<file path="src/common/css_map.svh">
`ifndef CSS_MAP_SVH
`define CSS_MAP_SVH
// ****************************************
// register offsets
// ****************************************
`define CSS_OFF_FSRC 8'h00
`define CSS_OFF_RSRC 8'h04
`define CSS_OFF_KDIR 8'h08
`define CSS_OFF_DREST 8'h0c
`define CSS_OFF_POL 8'h10
`define CSS_OFF_FORCE 8'h14
`define CSS_OFF_KFREQ 8'h18
`define CSS_OFF_STEP0 8'h1c
`define CSS_OFF_FSTART 8'h28
`define CSS_OFF_FMAX 8'h2c
`define CSS_OFF_STATUS 8'h30
`define CSS_OFF_FBPCT 8'h34
`define CSS_OFF_TFN0 8'h40
// ****************************************
// source and function codes
// ****************************************
`define CSS_FS_KNOB 8'h00
`define CSS_FS_ANALOG 8'h01
`define CSS_SRC_KEYPAD 8'h02
`define CSS_FS_SERIAL 8'h03
`define CSS_FS_OPT1 8'h04
`define CSS_FS_PULSE 8'h06
`define CSS_FS_SEQ 8'h07
`define CSS_RS_TERM 8'h01
`define CSS_RS_SERIAL 8'h03
`define CSS_RS_OPT1 8'h04
`define CSS_RS_OPT2 8'h05
`define CSS_DR_BOTH 2'h0
`define CSS_DR_FWD 2'h1
`define CSS_DR_REV 2'h2
`define CSS_FN_FWD 8'h00
`define CSS_FN_REV 8'h01
`define CSS_FN_SET2 8'h08
`define CSS_FN_THIRD_SET_SELECT 8'h11
`define CSS_FN_FORCE 8'h1f
`define CSS_FN_FORCE_T 8'h33
`define CSS_FN_NONE 8'hff
// ****************************************
// reset values and status fields
// ****************************************
`define CSS_RST_FSRC 8'h02
`define CSS_RST_RSRC 8'h02
`define CSS_RST_FORCE 16'h0101
`define CSS_RST_FSTART 16'h0032
`define CSS_RST_FMAX 16'h1770
`define CSS_FWD_TERM 3'h7
`define CSS_PCT_FULL 32'h0000_0064
`define CSS_ST_RUN 0
`define CSS_ST_REV 1
`define CSS_ST_RESTR 2
`define CSS_ST_CONFL 3
`define CSS_ST_REMOTE 4
`define CSS_ST_FORCE 5
`define CSS_ST_RSRC 8
`define CSS_ST_FSRC 16
`define CSS_RESP_OK 2'h0
`define CSS_RESP_ERR 2'h2
`endif

</file>
<file path="src/common/css_pkg.sv">
package css_pkg;
  // ****************************************
  // command carriers
  // ****************************************
  typedef struct packed {
    logic fwd;
    logic rev;
  } css_run_cmd_t;

  typedef struct packed {
    logic run;
    logic reverse;
  } css_drive_t;
endpackage : css_pkg

</file>
<file path="src/rtl/css_selector.sv">
`timescale 1ns/1ps
`include "css_map.svh"
module css_selector
  import css_pkg::*;
#(
  parameter int FW = 16,
  parameter int NT = 8
) (
  input wire logic aclk,
  input wire logic aresetn,
  input wire logic [7:0] s_axi_awaddr,
  input wire logic s_axi_awvalid,
  output logic s_axi_awready,
  input wire logic [31:0] s_axi_wdata,
  input wire logic [3:0] s_axi_wstrb,
  input wire logic s_axi_wvalid,
  output logic s_axi_wready,
  output logic [1:0] s_axi_bresp,
  output logic s_axi_bvalid,
  input wire logic s_axi_bready,
  input wire logic [7:0] s_axi_araddr,
  input wire logic s_axi_arvalid,
  output logic s_axi_arready,
  output logic [31:0] s_axi_rdata,
  output logic [1:0] s_axi_rresp,
  output logic s_axi_rvalid,
  input wire logic s_axi_rready,
  input wire logic [NT-1:0] term_pin,
  input wire logic keypad_run_key,
  input wire logic keypad_stop_key,
  input wire logic remote_takeover_key,
  input wire logic panel_fitted,
  input wire logic fieldbus_fitted,
  input wire logic [7:0] fieldbus_run_src,
  input wire css_run_cmd_t remote_cmd,
  input wire css_run_cmd_t serial_cmd,
  input wire css_run_cmd_t opt1_cmd,
  input wire css_run_cmd_t opt2_cmd,
  input wire logic [FW-1:0] analog_freq,
  input wire logic [FW-1:0] knob_freq,
  input wire logic [FW-1:0] remote_freq,
  input wire logic [FW-1:0] serial_freq,
  input wire logic [FW-1:0] opt1_freq,
  input wire logic [FW-1:0] pulse_freq,
  input wire logic [FW-1:0] seq_freq,
  input wire logic [FW-1:0] loop_feedback,
  output css_drive_t drive_cmd,
  output logic [FW-1:0] drive_freq,
  output logic restrict_ind,
  output logic conflict_stop
);
  // ****************************************
  // registers
  // ****************************************
  logic [7:0] fsrc_q, rsrc_q;
  logic kdir_q;
  logic [1:0] drest_q;
  logic [NT-1:0] pol_q;
  logic [15:0] force_q;
  logic [FW-1:0] kfreq_q, fstart_q, fmax_q, fbpct_q;
  logic [2:0][FW-1:0] step_q;
  logic [NT-1:0][7:0] tfn_q;
  logic remote_q, kp_run_q, manual_q;
  logic [NT-1:0] pin_s1_q, pin_s2_q;
  logic aw_full_q, w_full_q;
  logic [7:0] aw_addr_q;
  logic [31:0] w_data_q;
  logic [3:0] w_strb_q;
  css_drive_t drive_q;
  logic [FW-1:0] freq_q;
  logic restr_q, confl_q;

  function automatic logic hit(input logic [7:0] a, input logic [7:0] off);
    return a[7:2] == off[7:2];
  endfunction : hit
  function automatic logic fn_on(input logic [7:0] code,
                                 input logic [NT-1:0] act,
                                 input logic [NT-1:0][7:0] fns);
    logic r;
    r = 1'b0;
    for (int i = 0; i < NT; i++) begin
      r = r | (act[i] && fns[i] == code);
    end
    return r;
  endfunction : fn_on
  function automatic logic [31:0] merge(input logic [31:0] old,
                                        input logic [31:0] nw,
                                        input logic [3:0] strb);
    logic [31:0] r;
    r = old;
    for (int b = 0; b < 4; b++) begin
      if (strb[b]) begin
        r[b*8 +: 8] = nw[b*8 +: 8];
      end
    end
    return r;
  endfunction : merge
  // ****************************************
  // terminal inputs
  // ****************************************
  logic [NT-1:0] term_act;
  genvar gi;
  generate
    for (gi = 0; gi < NT; gi++) begin : g_term
      assign term_act[gi] = pin_s2_q[gi] ^ pol_q[gi];
    end
  endgenerate
  wire t_fwd = fn_on(`CSS_FN_FWD, term_act, tfn_q);
  wire t_rev = fn_on(`CSS_FN_REV, term_act, tfn_q);
  wire set2 = fn_on(`CSS_FN_SET2, term_act, tfn_q);
  wire third_set_select = fn_on(`CSS_FN_THIRD_SET_SELECT, term_act, tfn_q);
  wire force_on = fn_on(`CSS_FN_FORCE, term_act, tfn_q)
                | fn_on(`CSS_FN_FORCE_T, term_act, tfn_q);
  // ****************************************
  // source selection
  // ****************************************
  wire [7:0] eff_fsrc = force_on ? force_q[7:0]
                      : remote_q ? `CSS_SRC_KEYPAD : fsrc_q;
  wire [7:0] eff_rsrc = force_on ? force_q[15:8]
                      : remote_q ? `CSS_SRC_KEYPAD
                      : (fieldbus_fitted && !manual_q) ? fieldbus_run_src
                      : rsrc_q;
  wire kp_mode = eff_rsrc == `CSS_SRC_KEYPAD && !remote_q;
  css_run_cmd_t kp_cmd, req;
  assign kp_cmd = kp_run_q ? (kdir_q ? 2'b01 : 2'b10) : 2'b00;
  assign req = eff_rsrc == `CSS_RS_TERM ? css_run_cmd_t'({t_fwd, t_rev})
             : eff_rsrc == `CSS_SRC_KEYPAD ? (remote_q ? remote_cmd : kp_cmd)
             : eff_rsrc == `CSS_RS_SERIAL ? serial_cmd
             : eff_rsrc == `CSS_RS_OPT1 ? opt1_cmd
             : eff_rsrc == `CSS_RS_OPT2 ? opt2_cmd
             : 2'b00;
  wire confl = req.fwd & req.rev;
  wire run_req = req.fwd ^ req.rev;
  wire ana_neg = analog_freq[FW-1];
  wire [FW-1:0] ana_mag = ana_neg ? FW'(-analog_freq) : analog_freq;
  wire ana_inv = eff_fsrc == `CSS_FS_ANALOG && ana_neg;
  wire fin_rev = req.rev ^ ana_inv;
  wire [FW-1:0] kp_freq = remote_q ? remote_freq : kfreq_q;
  wire [FW-1:0] freq_sel =
      eff_fsrc == `CSS_FS_KNOB ? (panel_fitted ? knob_freq : '0)
    : eff_fsrc == `CSS_FS_ANALOG ? ana_mag
    : eff_fsrc == `CSS_SRC_KEYPAD ? kp_freq
    : eff_fsrc == `CSS_FS_SERIAL ? serial_freq
    : eff_fsrc == `CSS_FS_OPT1 ? opt1_freq
    : eff_fsrc == `CSS_FS_PULSE ? pulse_freq
    : eff_fsrc == `CSS_FS_SEQ ? seq_freq
    : '0;
  wire restricted = (drest_q == `CSS_DR_FWD && fin_rev)
                  || (drest_q == `CSS_DR_REV && !fin_rev);
  wire block = run_req && restricted;
  // ****************************************
  // register bus
  // ****************************************
  wire aw_take = s_axi_awvalid && s_axi_awready;
  wire w_take = s_axi_wvalid && s_axi_wready;
  wire ar_take = s_axi_arvalid && s_axi_arready;
  wire do_wr = aw_full_q && w_full_q && !s_axi_bvalid;
  wire aw_full_d = do_wr ? 1'b0 : aw_full_q | aw_take;
  wire w_full_d = do_wr ? 1'b0 : w_full_q | w_take;
  wire rvalid_d = ar_take | (s_axi_rvalid && !s_axi_rready);
  function automatic logic mapped(input logic [7:0] a);
    return a[7:2] <= `CSS_OFF_FBPCT >> 2
        || (a[7:2] >= `CSS_OFF_TFN0 >> 2 && a[7:2] < (`CSS_OFF_TFN0 >> 2) + NT);
  endfunction : mapped
  function automatic logic [31:0] rd_mux(input logic [7:0] a);
    logic [31:0] r;
    logic [5:0] ti;
    r = '0;
    ti = a[7:2] - 6'(`CSS_OFF_TFN0 >> 2);
    if (hit(a, `CSS_OFF_FSRC)) r[7:0] = fsrc_q;
    if (hit(a, `CSS_OFF_RSRC)) r[7:0] = rsrc_q;
    if (hit(a, `CSS_OFF_KDIR)) r[0] = kdir_q;
    if (hit(a, `CSS_OFF_DREST)) r[1:0] = drest_q;
    if (hit(a, `CSS_OFF_POL)) r[NT-1:0] = pol_q;
    if (hit(a, `CSS_OFF_FORCE)) r[15:0] = force_q;
    // monitor of the active command when keypad is not the source
    if (hit(a, `CSS_OFF_KFREQ)) r[FW-1:0] = eff_fsrc == `CSS_SRC_KEYPAD ? kfreq_q : freq_q;
    for (int s = 0; s < 3; s++) begin
      if (a[7:2] == 6'((`CSS_OFF_STEP0 >> 2) + s)) r[FW-1:0] = step_q[s];
    end
    if (hit(a, `CSS_OFF_FSTART)) r[FW-1:0] = fstart_q;
    if (hit(a, `CSS_OFF_FMAX)) r[FW-1:0] = fmax_q;
    if (hit(a, `CSS_OFF_STATUS)) begin
      r[`CSS_ST_RUN] = drive_q.run;
      r[`CSS_ST_REV] = drive_q.reverse;
      r[`CSS_ST_RESTR] = restr_q;
      r[`CSS_ST_CONFL] = confl_q;
      r[`CSS_ST_REMOTE] = remote_q;
      r[`CSS_ST_FORCE] = force_on;
      r[`CSS_ST_RSRC +: 8] = eff_rsrc;
      r[`CSS_ST_FSRC +: 8] = eff_fsrc;
    end
    if (hit(a, `CSS_OFF_FBPCT)) r[FW-1:0] = fbpct_q;
    if (ti < 6'(NT)) r[7:0] = tfn_q[ti[2:0]];
    return r;
  endfunction : rd_mux

  // always_comb so the old-value read follows every register that rd_mux reads
  logic [31:0] wval;
  always_comb wval = merge(rd_mux(aw_addr_q), w_data_q, w_strb_q);
  wire [FW-1:0] wf = wval[FW-1:0];
  wire step_ok = wf == '0 || (wf >= fstart_q && wf <= fmax_q);
  wire kf_wr = do_wr && hit(aw_addr_q, `CSS_OFF_KFREQ);
  wire kf_ok = kf_wr && eff_fsrc == `CSS_SRC_KEYPAD && step_ok;
  wire [1:0] set_idx = third_set_select ? 2'd2 : set2 ? 2'd1 : 2'd0;
  wire rs_wr = do_wr && hit(aw_addr_q, `CSS_OFF_RSRC);
  wire rs_ok = !fieldbus_fitted || (wval[7:0] >= `CSS_RS_TERM
                                 && wval[7:0] <= `CSS_RS_SERIAL);
  wire [5:0] wti = aw_addr_q[7:2] - 6'(`CSS_OFF_TFN0 >> 2);
  wire [31:0] fb_prod = 32'(loop_feedback) * `CSS_PCT_FULL;
  wire [FW-1:0] fb_pct = fmax_q == '0 ? '0 : FW'(fb_prod / 32'(fmax_q));

  // ****************************************
  // bus handshake
  // ****************************************
  always_ff @(posedge aclk) begin
    if (!aresetn) begin
      aw_full_q <= 1'b0;
      w_full_q <= 1'b0;
      s_axi_awready <= 1'b0;
      s_axi_wready <= 1'b0;
      s_axi_bvalid <= 1'b0;
      s_axi_bresp <= `CSS_RESP_OK;
      s_axi_arready <= 1'b0;
      s_axi_rvalid <= 1'b0;
      s_axi_rdata <= '0;
      s_axi_rresp <= `CSS_RESP_OK;
    end else begin
      aw_full_q <= aw_full_d;
      w_full_q <= w_full_d;
      s_axi_awready <= !aw_full_d;
      s_axi_wready <= !w_full_d;
      s_axi_arready <= !rvalid_d;
      s_axi_rvalid <= rvalid_d;
      if (do_wr) begin
        s_axi_bvalid <= 1'b1;
        s_axi_bresp <= mapped(aw_addr_q) ? `CSS_RESP_OK : `CSS_RESP_ERR;
      end else if (s_axi_bready) begin
        s_axi_bvalid <= 1'b0;
      end
      if (ar_take) begin
        s_axi_rdata <= mapped(s_axi_araddr) ? rd_mux(s_axi_araddr) : '0;
        s_axi_rresp <= mapped(s_axi_araddr) ? `CSS_RESP_OK : `CSS_RESP_ERR;
      end
    end
  end

  always_ff @(posedge aclk) begin
    if (aw_take) aw_addr_q <= s_axi_awaddr;
    if (w_take) begin
      w_data_q <= s_axi_wdata;
      w_strb_q <= s_axi_wstrb;
    end
  end

  // ****************************************
  // configuration registers
  // ****************************************
  always_ff @(posedge aclk) begin
    if (!aresetn) begin
      fsrc_q <= `CSS_RST_FSRC;
      rsrc_q <= `CSS_RST_RSRC;
      kdir_q <= 1'b0;
      drest_q <= `CSS_DR_BOTH;
      pol_q <= '0;
      force_q <= `CSS_RST_FORCE;
      fstart_q <= `CSS_RST_FSTART;
      fmax_q <= `CSS_RST_FMAX;
      kfreq_q <= '0;
      step_q <= '0;
      manual_q <= 1'b0;
      for (int i = 0; i < NT; i++) begin
        tfn_q[i] <= `CSS_FN_NONE;
      end
      tfn_q[`CSS_FWD_TERM] <= `CSS_FN_FWD;
    end else begin
      if (do_wr && hit(aw_addr_q, `CSS_OFF_FSRC)) fsrc_q <= wval[7:0];
      if (rs_wr && rs_ok) begin
        rsrc_q <= wval[7:0];
        manual_q <= 1'b1;
      end
      if (do_wr && hit(aw_addr_q, `CSS_OFF_KDIR)) kdir_q <= wval[0];
      if (do_wr && hit(aw_addr_q, `CSS_OFF_DREST)) drest_q <= wval[1:0];
      if (do_wr && hit(aw_addr_q, `CSS_OFF_POL)) pol_q <= wval[NT-1:0];
      if (do_wr && hit(aw_addr_q, `CSS_OFF_FORCE)) force_q <= wval[15:0];
      if (do_wr && hit(aw_addr_q, `CSS_OFF_FSTART)) fstart_q <= wf;
      if (do_wr && hit(aw_addr_q, `CSS_OFF_FMAX)) fmax_q <= wf;
      for (int s = 0; s < 3; s++) begin
        if (do_wr && step_ok && aw_addr_q[7:2] == 6'((`CSS_OFF_STEP0 >> 2) + s)) begin
          step_q[s] <= wf;
        end
      end
      if (kf_ok) begin
        kfreq_q <= wf;
        step_q[set_idx] <= wf;
      end
      if (do_wr && wti < 6'(NT)) tfn_q[wti[2:0]] <= wval[7:0];
    end
  end

  // ****************************************
  // command state and outputs
  // ****************************************
  always_ff @(posedge aclk) begin
    if (!aresetn) begin
      pin_s1_q <= '0;
      pin_s2_q <= '0;
      remote_q <= 1'b0;
      kp_run_q <= 1'b0;
      drive_q <= '0;
      freq_q <= '0;
      restr_q <= 1'b0;
      confl_q <= 1'b0;
      fbpct_q <= '0;
    end else begin
      pin_s1_q <= term_pin;
      pin_s2_q <= pin_s1_q;
      // software handing the run source back ends a takeover
      if (remote_takeover_key) remote_q <= 1'b1;
      else if (rs_wr) remote_q <= 1'b0;
      if (!kp_mode || keypad_stop_key) kp_run_q <= 1'b0;
      else if (keypad_run_key) kp_run_q <= 1'b1;
      drive_q.run <= run_req && !block;
      drive_q.reverse <= run_req && !block && fin_rev;
      freq_q <= freq_sel;
      restr_q <= block;
      confl_q <= confl;
      fbpct_q <= fb_pct;
    end
  end

  assign drive_cmd = drive_q;
  assign drive_freq = freq_q;
  assign restrict_ind = restr_q;
  assign conflict_stop = confl_q;
endmodule : css_selector

</file>
<file path="config.mk">
export PLATFORM = sky130hd
export DESIGN_NAME = css_selector
export DESIGN_NICKNAME = d
export VERILOG_FILES = /design/src/common/css_pkg.sv /design/src/rtl/css_selector.sv
export VERILOG_INCLUDE_DIRS = /design/src /design/src/common
export SDC_FILE = /design/constraint.sdc
export NUM_CORES = 2
export LEC_CHECK = 0
export ABC_CLOCK_PERIOD_IN_PS = 155800
export BUFFER_PORTS_ARGS = -buffer_cell sky130_fd_sc_hd__buf_4
export CORE_MARGIN = 2
export CORE_UTILIZATION = 60
export CTS_CLUSTER_DIAMETER = 150
export DETAILED_ROUTE_END_ITERATION = 8
export PLACE_DENSITY = 0.78
export SETUP_SLACK_MARGIN = 0.02
export SYNTH_ARGS = -nofsm -noshare
export SYNTH_HDL_FRONTEND = slang
export SYNTH_SLANG_ARGS = --single-unit
export TNS_END_PERCENT = 1
</file>
<file path="constraint.sdc">
create_clock -name aclk -period 155.8 [get_ports aclk]
set_input_delay 31.16 -clock aclk [delete_from_list [all_inputs] [get_ports aclk]]
set_output_delay 31.16 -clock aclk [all_outputs]
set_load 0.02 [all_outputs]
</file>
Word-level counts from Yosys, hierarchy flattened

Cells that the tools add are included.

Flip-flop bits (word level): 327
Latch bits: 0
RAM bits: 0
Bits in read-only memories: 0
Bits of input ports: 216
Logic and storage cells: 408
Memories kept: 0

Add/subtract/negate cells: 3
Multipliers: 1
Divide/modulo/power cells: 1
Order comparisons: 17
Equal/unequal tests: 79
Shift-type cells: 0
Mux-type cells: 86
Bitwise gates (word level): 58
Reduce and logical (&&, ||, !) cells: 119

Operators by type and width:

| kind               | number |
|---|---|
| $mux 16            | 35 |
| $mux 8             | 19 |
| $eq 8x5->1 const B | 16 |
| $logic_and 1x1->1  | 85 |
| $eq 8x1->1 const B | 10 |
| $eq 6x4->1 const B | 12 |
| $logic_not 8->1    | 9 |
| $bwmux 64          | 1 |
| $eq 8x4->1 const B | 8 |
| $eq 8x6->1 const B | 8 |
| $bmux 8 s3         | 2 |
| $bwmux 48          | 1 |
| $eq 6x3->1 const B | 8 |
| $mux 48            | 1 |
| $or 1x1->1         | 46 |
| $eq 8x3->1 const B | 5 |
| $demux 16 s2       | 1 |
| $div 23x16->32     | 1 |
| $eq 8x2->1 const B | 4 |
| $logic_not 16->1   | 2 |
| $mux 2             | 13 |
| $demux 8 s3        | 1 |
| $eq 6x2->1 const B | 4 |
| $mux 24            | 1 |
| other kinds (28)   | 71 |

Longest topological paths before layout

Word-level depth: 32
Mapped depth: 607
Mapped depth without buffers: 549

Worst setup path after synthesis

OpenSTA, ideal clock, no wires.

Path kind: input port to flip-flop
Start point: input loop_feedback[2]
End point: register fbpct_q[0]
Setup time: 143 ps
Arrival time: 132298 ps
Data required time: 155657 ps
Path slack: 23359 ps
Cell stages on the path: 588
Path buffers: 66
Cells stage by stage: buf_6 > inv_1 > ha_1 > ha_1 > fa_1 > ha_1 > nor2b_2 > o31a_1 > or3_4 > a2bb2oi_2 > nand2_1 > or4_1 > nor2_1 > buf_2 > nor2_1 > nor2_1 > ha_1 > a21oi_1 > [... 552 more ...] > a2111o_1 > buf_4 > buf_8 > buf_2 > a21oi_1 > ha_1 > a21oi_1 > nor2b_1 > o21ai_0 > nand2b_1 > a21oi_1 > nor2b_1 > o21ai_0 > nand2b_1 > a211oi_1 > o2111ai_1 > a2111oi_2 > a41oi_1

Word-level cells in the longest chain between the ends: 2

RTL lines:

| what                    | line                | RTL |
|---|---|---|
| from (decl)             | css_selector.sv:46  | `input wire logic [FW-1:0] loop_feedback,` |
| $mul 16x5->21 (no line) | n/a                 |  |
| $div 23x16->32          | css_selector.sv:211 | `wire [FW-1:0] fb_pct = fmax_q == '0 ? '0 : FW'(fb_prod / 32'(fmax_q));` |
| to (signal assigned)    | css_selector.sv:328 | `fbpct_q <= fb_pct;` |
| to (decl)               | css_selector.sv:60  | `logic [FW-1:0] kfreq_q, fstart_q, fmax_q, fbpct_q;` |

No other way between the ends.
A chain may end at the register's enable or synchronous reset.

Worst setup path after layout

Start point: input loop_feedback[0]
End point: register fbpct_q[0]

The elaborated chain is that of the path after synthesis.

==> out/metrics.yaml <==
finish:
  mostFrequentLayoutCell: "nor2_1"
  number_of_nets_in_the_layout: 8335
  areaGrowthSynthToFinish_pct: 7.22
  drive_gt1_share_pct: 10.5
  final_cell_mix: "845 x nor2_1, 764 x a21oi_1, 679 x nand2_1, 480 x ha_1, 363 x buf_4"
  fin_area_um2: 58600
place:
  port-buffer-count: 244
  gpl.final_weighted_congestion: 1.07
  placed_cell_area_um2: 57400
  hpwlAfterDp_mm: 157
cts:
  hold_buffers: 0
  tritoncts_sinks: 315
  worst_skew_pair.late_latency_ns: 0.57
  htreeDepth: 2
  cts_buffers: 36
  clock_tree.buffer_depth: 3
  cts_setup_buffers: 0
  tritoncts: "built"
  cts-root-buf: "clkbuf_16"
  clkSlewWorstSetupHoldPaths_ns: 0.06
  cts_repair_resize_count: 0
yosys:
  synth_seq_cells: 315
  yosysSeqAreaShare_pct: 12.0
  ys_async_sr_fraction_pct: 0
  syn_avg_cell_area_um2: 7.26
  yosys-mux-area-fraction_pct: 7.39
  post_synth_inst_count: 7527
  synth_top_flop_cell: "dfxtp_1"
  synth_cell_types: 163
  post_synthesis_share_of_cell_area_spent_on_and_or_nand_and_nor_gates_pct: 26.0
  synth_top_area_share_pct: 11.0
  netlist_area_um2: 54600
  synth_area_leaders: "ha_1 11%, dfxtp_1 11%, a21oi_1 7.1%"
  synth_xor_area_share_pct: 7.93
  post-synth-top-area-cell: "ha_1"
  synth-warning-count: 0
  synth-adder-area-share_pct: 11.5
  synth_compound_area_share_pct: 30.4
  synth_top_family_by_area: "compound AO/OA/AOI/OAI gates"
  synth-edff-count: 24
detailed_routing:
  avgRoutedWirePerCell_um: 22.9
  routed-via-count: 60800
  routed_via_density: 6.89
  finalWirelength_mm: 202
  detailedRoute.firstIterationViolations: 6901
  ant_nets: 0
  detail_route.drc_violations: 4
  dr.pass1.iters: 9
global_route:
  grt-ovfl-total: 0
  globalRoute.busiestLayer: "met2"
  grt_first_pass_wirelength_mm: 312
  antenna_violations_before_repair: 5
  use_met2_pct: 66.2
  grtUsageMet3_pct: 7.14
  gr-usage-met1_pct: 52.9
  grtUsageTotal_pct: 41.1
  grt_start_max_net_pins: 109
  grt_pass1_vias: 56500
min_path:
  min-delay-start: "pin_s1_q[0]$_SDFF_PN0_"
  hold_path.class: "flip-flop to flip-flop"
worst_setup_path:
  crit_type: "primary input to flip-flop"
  timing.critical_path.arrival_ns: 146.62
  critPathLaunchType: "primary input"
  cpLargestDelayFamily: "compound AO/OA/AOI/OAI gates"
  crit_path_end_kind: "flip-flop"
  critical-path-top-cell-by-count: "a21oi_1"
  required_ns: 156.16
  worst-path-max-fanout: 42
  rr_startpoint: "fmax_q[14]$_SDFFE_PN0P_"
  critPathLaunch: "loop_feedback[0]"
  crit_path_top_delay_cell: "or4_1"
  cp_num_buf_inv: 40
  critPathMaxStageDelay_ns: 0.76
floorplanning:
  std_cell_rows: 110
  number_of_primary_i_o_pins: 277
  dieHeight_um: 306
  fp.dieArea_um2: 93500
  core-area_um2: 90100
  start_util_pct: 60.6
  floorplan.die.width_um: 306
run:
  drv_cap: 0
timing:
  finalMaxSlewViolations: 0
  finalWorstPathRequiredPeriod_ns: 146.26
  worstMarginPinSlew_ns: 1.36
  setup_violation_total_in_the_final_timing_report: 0
  final.period_utilization_pct: 93.9
  fin_skew_ns: 0.0289
  timing.final.hold_violations: 0
  fin_setup_tns_ns: 0
  rsz0062_at_grt: "false"
  fmax_mhz: 6.84
  maxSlewHeadroom_pct: 6.44
outcome:
  failed_checks: "DRC"
  outcome: "finished, violations left"
worst paths after layout:
check,endpoint,slack (ns),cells past startpoint
worst max-delay path,fbpct_q[0]$_SDFF_PP0_,9.54,529
worst min-delay path,pin_s2_q[0]$_SDFF_PN0_,0.44,1
worst max register to register,fbpct_q[0]$_SDFF_PP0_,41.61,520
worst min register to register,pin_s2_q[0]$_SDFF_PN0_,0.44,1
logic make-up (layout without fill, tap and decap cells):
family / count (synthesis) / in the layout
buffers and inverters: 566 / 680
adders and majority gates: 496 / 496
AOI/OAI and AO/OA: 2467 / 2467
DFF: 315 / 315
and+or+nand+nor: 2861 / 2861
muxes: 338 / 338
other: 1 / 12
xor gates and xnor gates: 483 / 483
layer usage:
metal,vias to the layer above,part of all wire [%]
li1,28400,-
met1,28500,41
met2,3243,44
met3,699,9.9
met4,0,5.7
met5,-,0
sequential cells by signal (all words and copies together) (netlist names), 2 cells and up:
register	flops
drive_freq	16
fsrc_q	8
pin_s1_q	8
force_q	16
w_strb_q	2
kfreq_q	16
pol_q	8
s_axi_rdata	24
aw_addr_q	6
pin_s2_q	8
drest_q	2
rsrc_q	8
fstart_q	16
fbpct_q	16
step_q	48
drive_cmd	2
w_data_q	16
fmax_q	16
tfn_q	64
cell type report:
cell class	count	area, um2
antenna	2	5.00
clock buffer	50	1060
clock inverter	11	138
fill	8220	31600
inverter	256	966
multi-input combinational	6655	45600
sequential	315	6550
tap	1176	1470
timing repair buffer	363	2730
cell usage after synthesis (102+ instances only):
master / count
inv_1: 251
ha_1: 480
a21oi_1: 771
clkbuf_1: 174
xnor2_1: 302
nand2b_1: 136
o21ai_0: 363
nand3_1: 175
a21o_1: 264
o211ai_1: 102
mux2i_1: 193
dfxtp_1: 291
nand2_1: 680
nor2_1: 851
xor2_1: 171
nand4_1: 124
nor3_1: 213
metrics by stage:
step,worst slack (ns),std cells,hold WS (ns),utilization (%)
4_1_cts,11.92,8826,0.446,65.0
5_1_grt,0.108,8827,0.448,65.0
3_5_place_dp,11.79,8765,0.426,63.6
3_3_place_gp,13.48,8765,0.418,63.6
6_report,9.54,8828,0.439,65.0
2_1_floorplan,23.36,7536,0.412,-
Power is left out: the tool's default activity adds up to more than one toggle a clock period on the data nets, which glitch-free logic cannot reach.
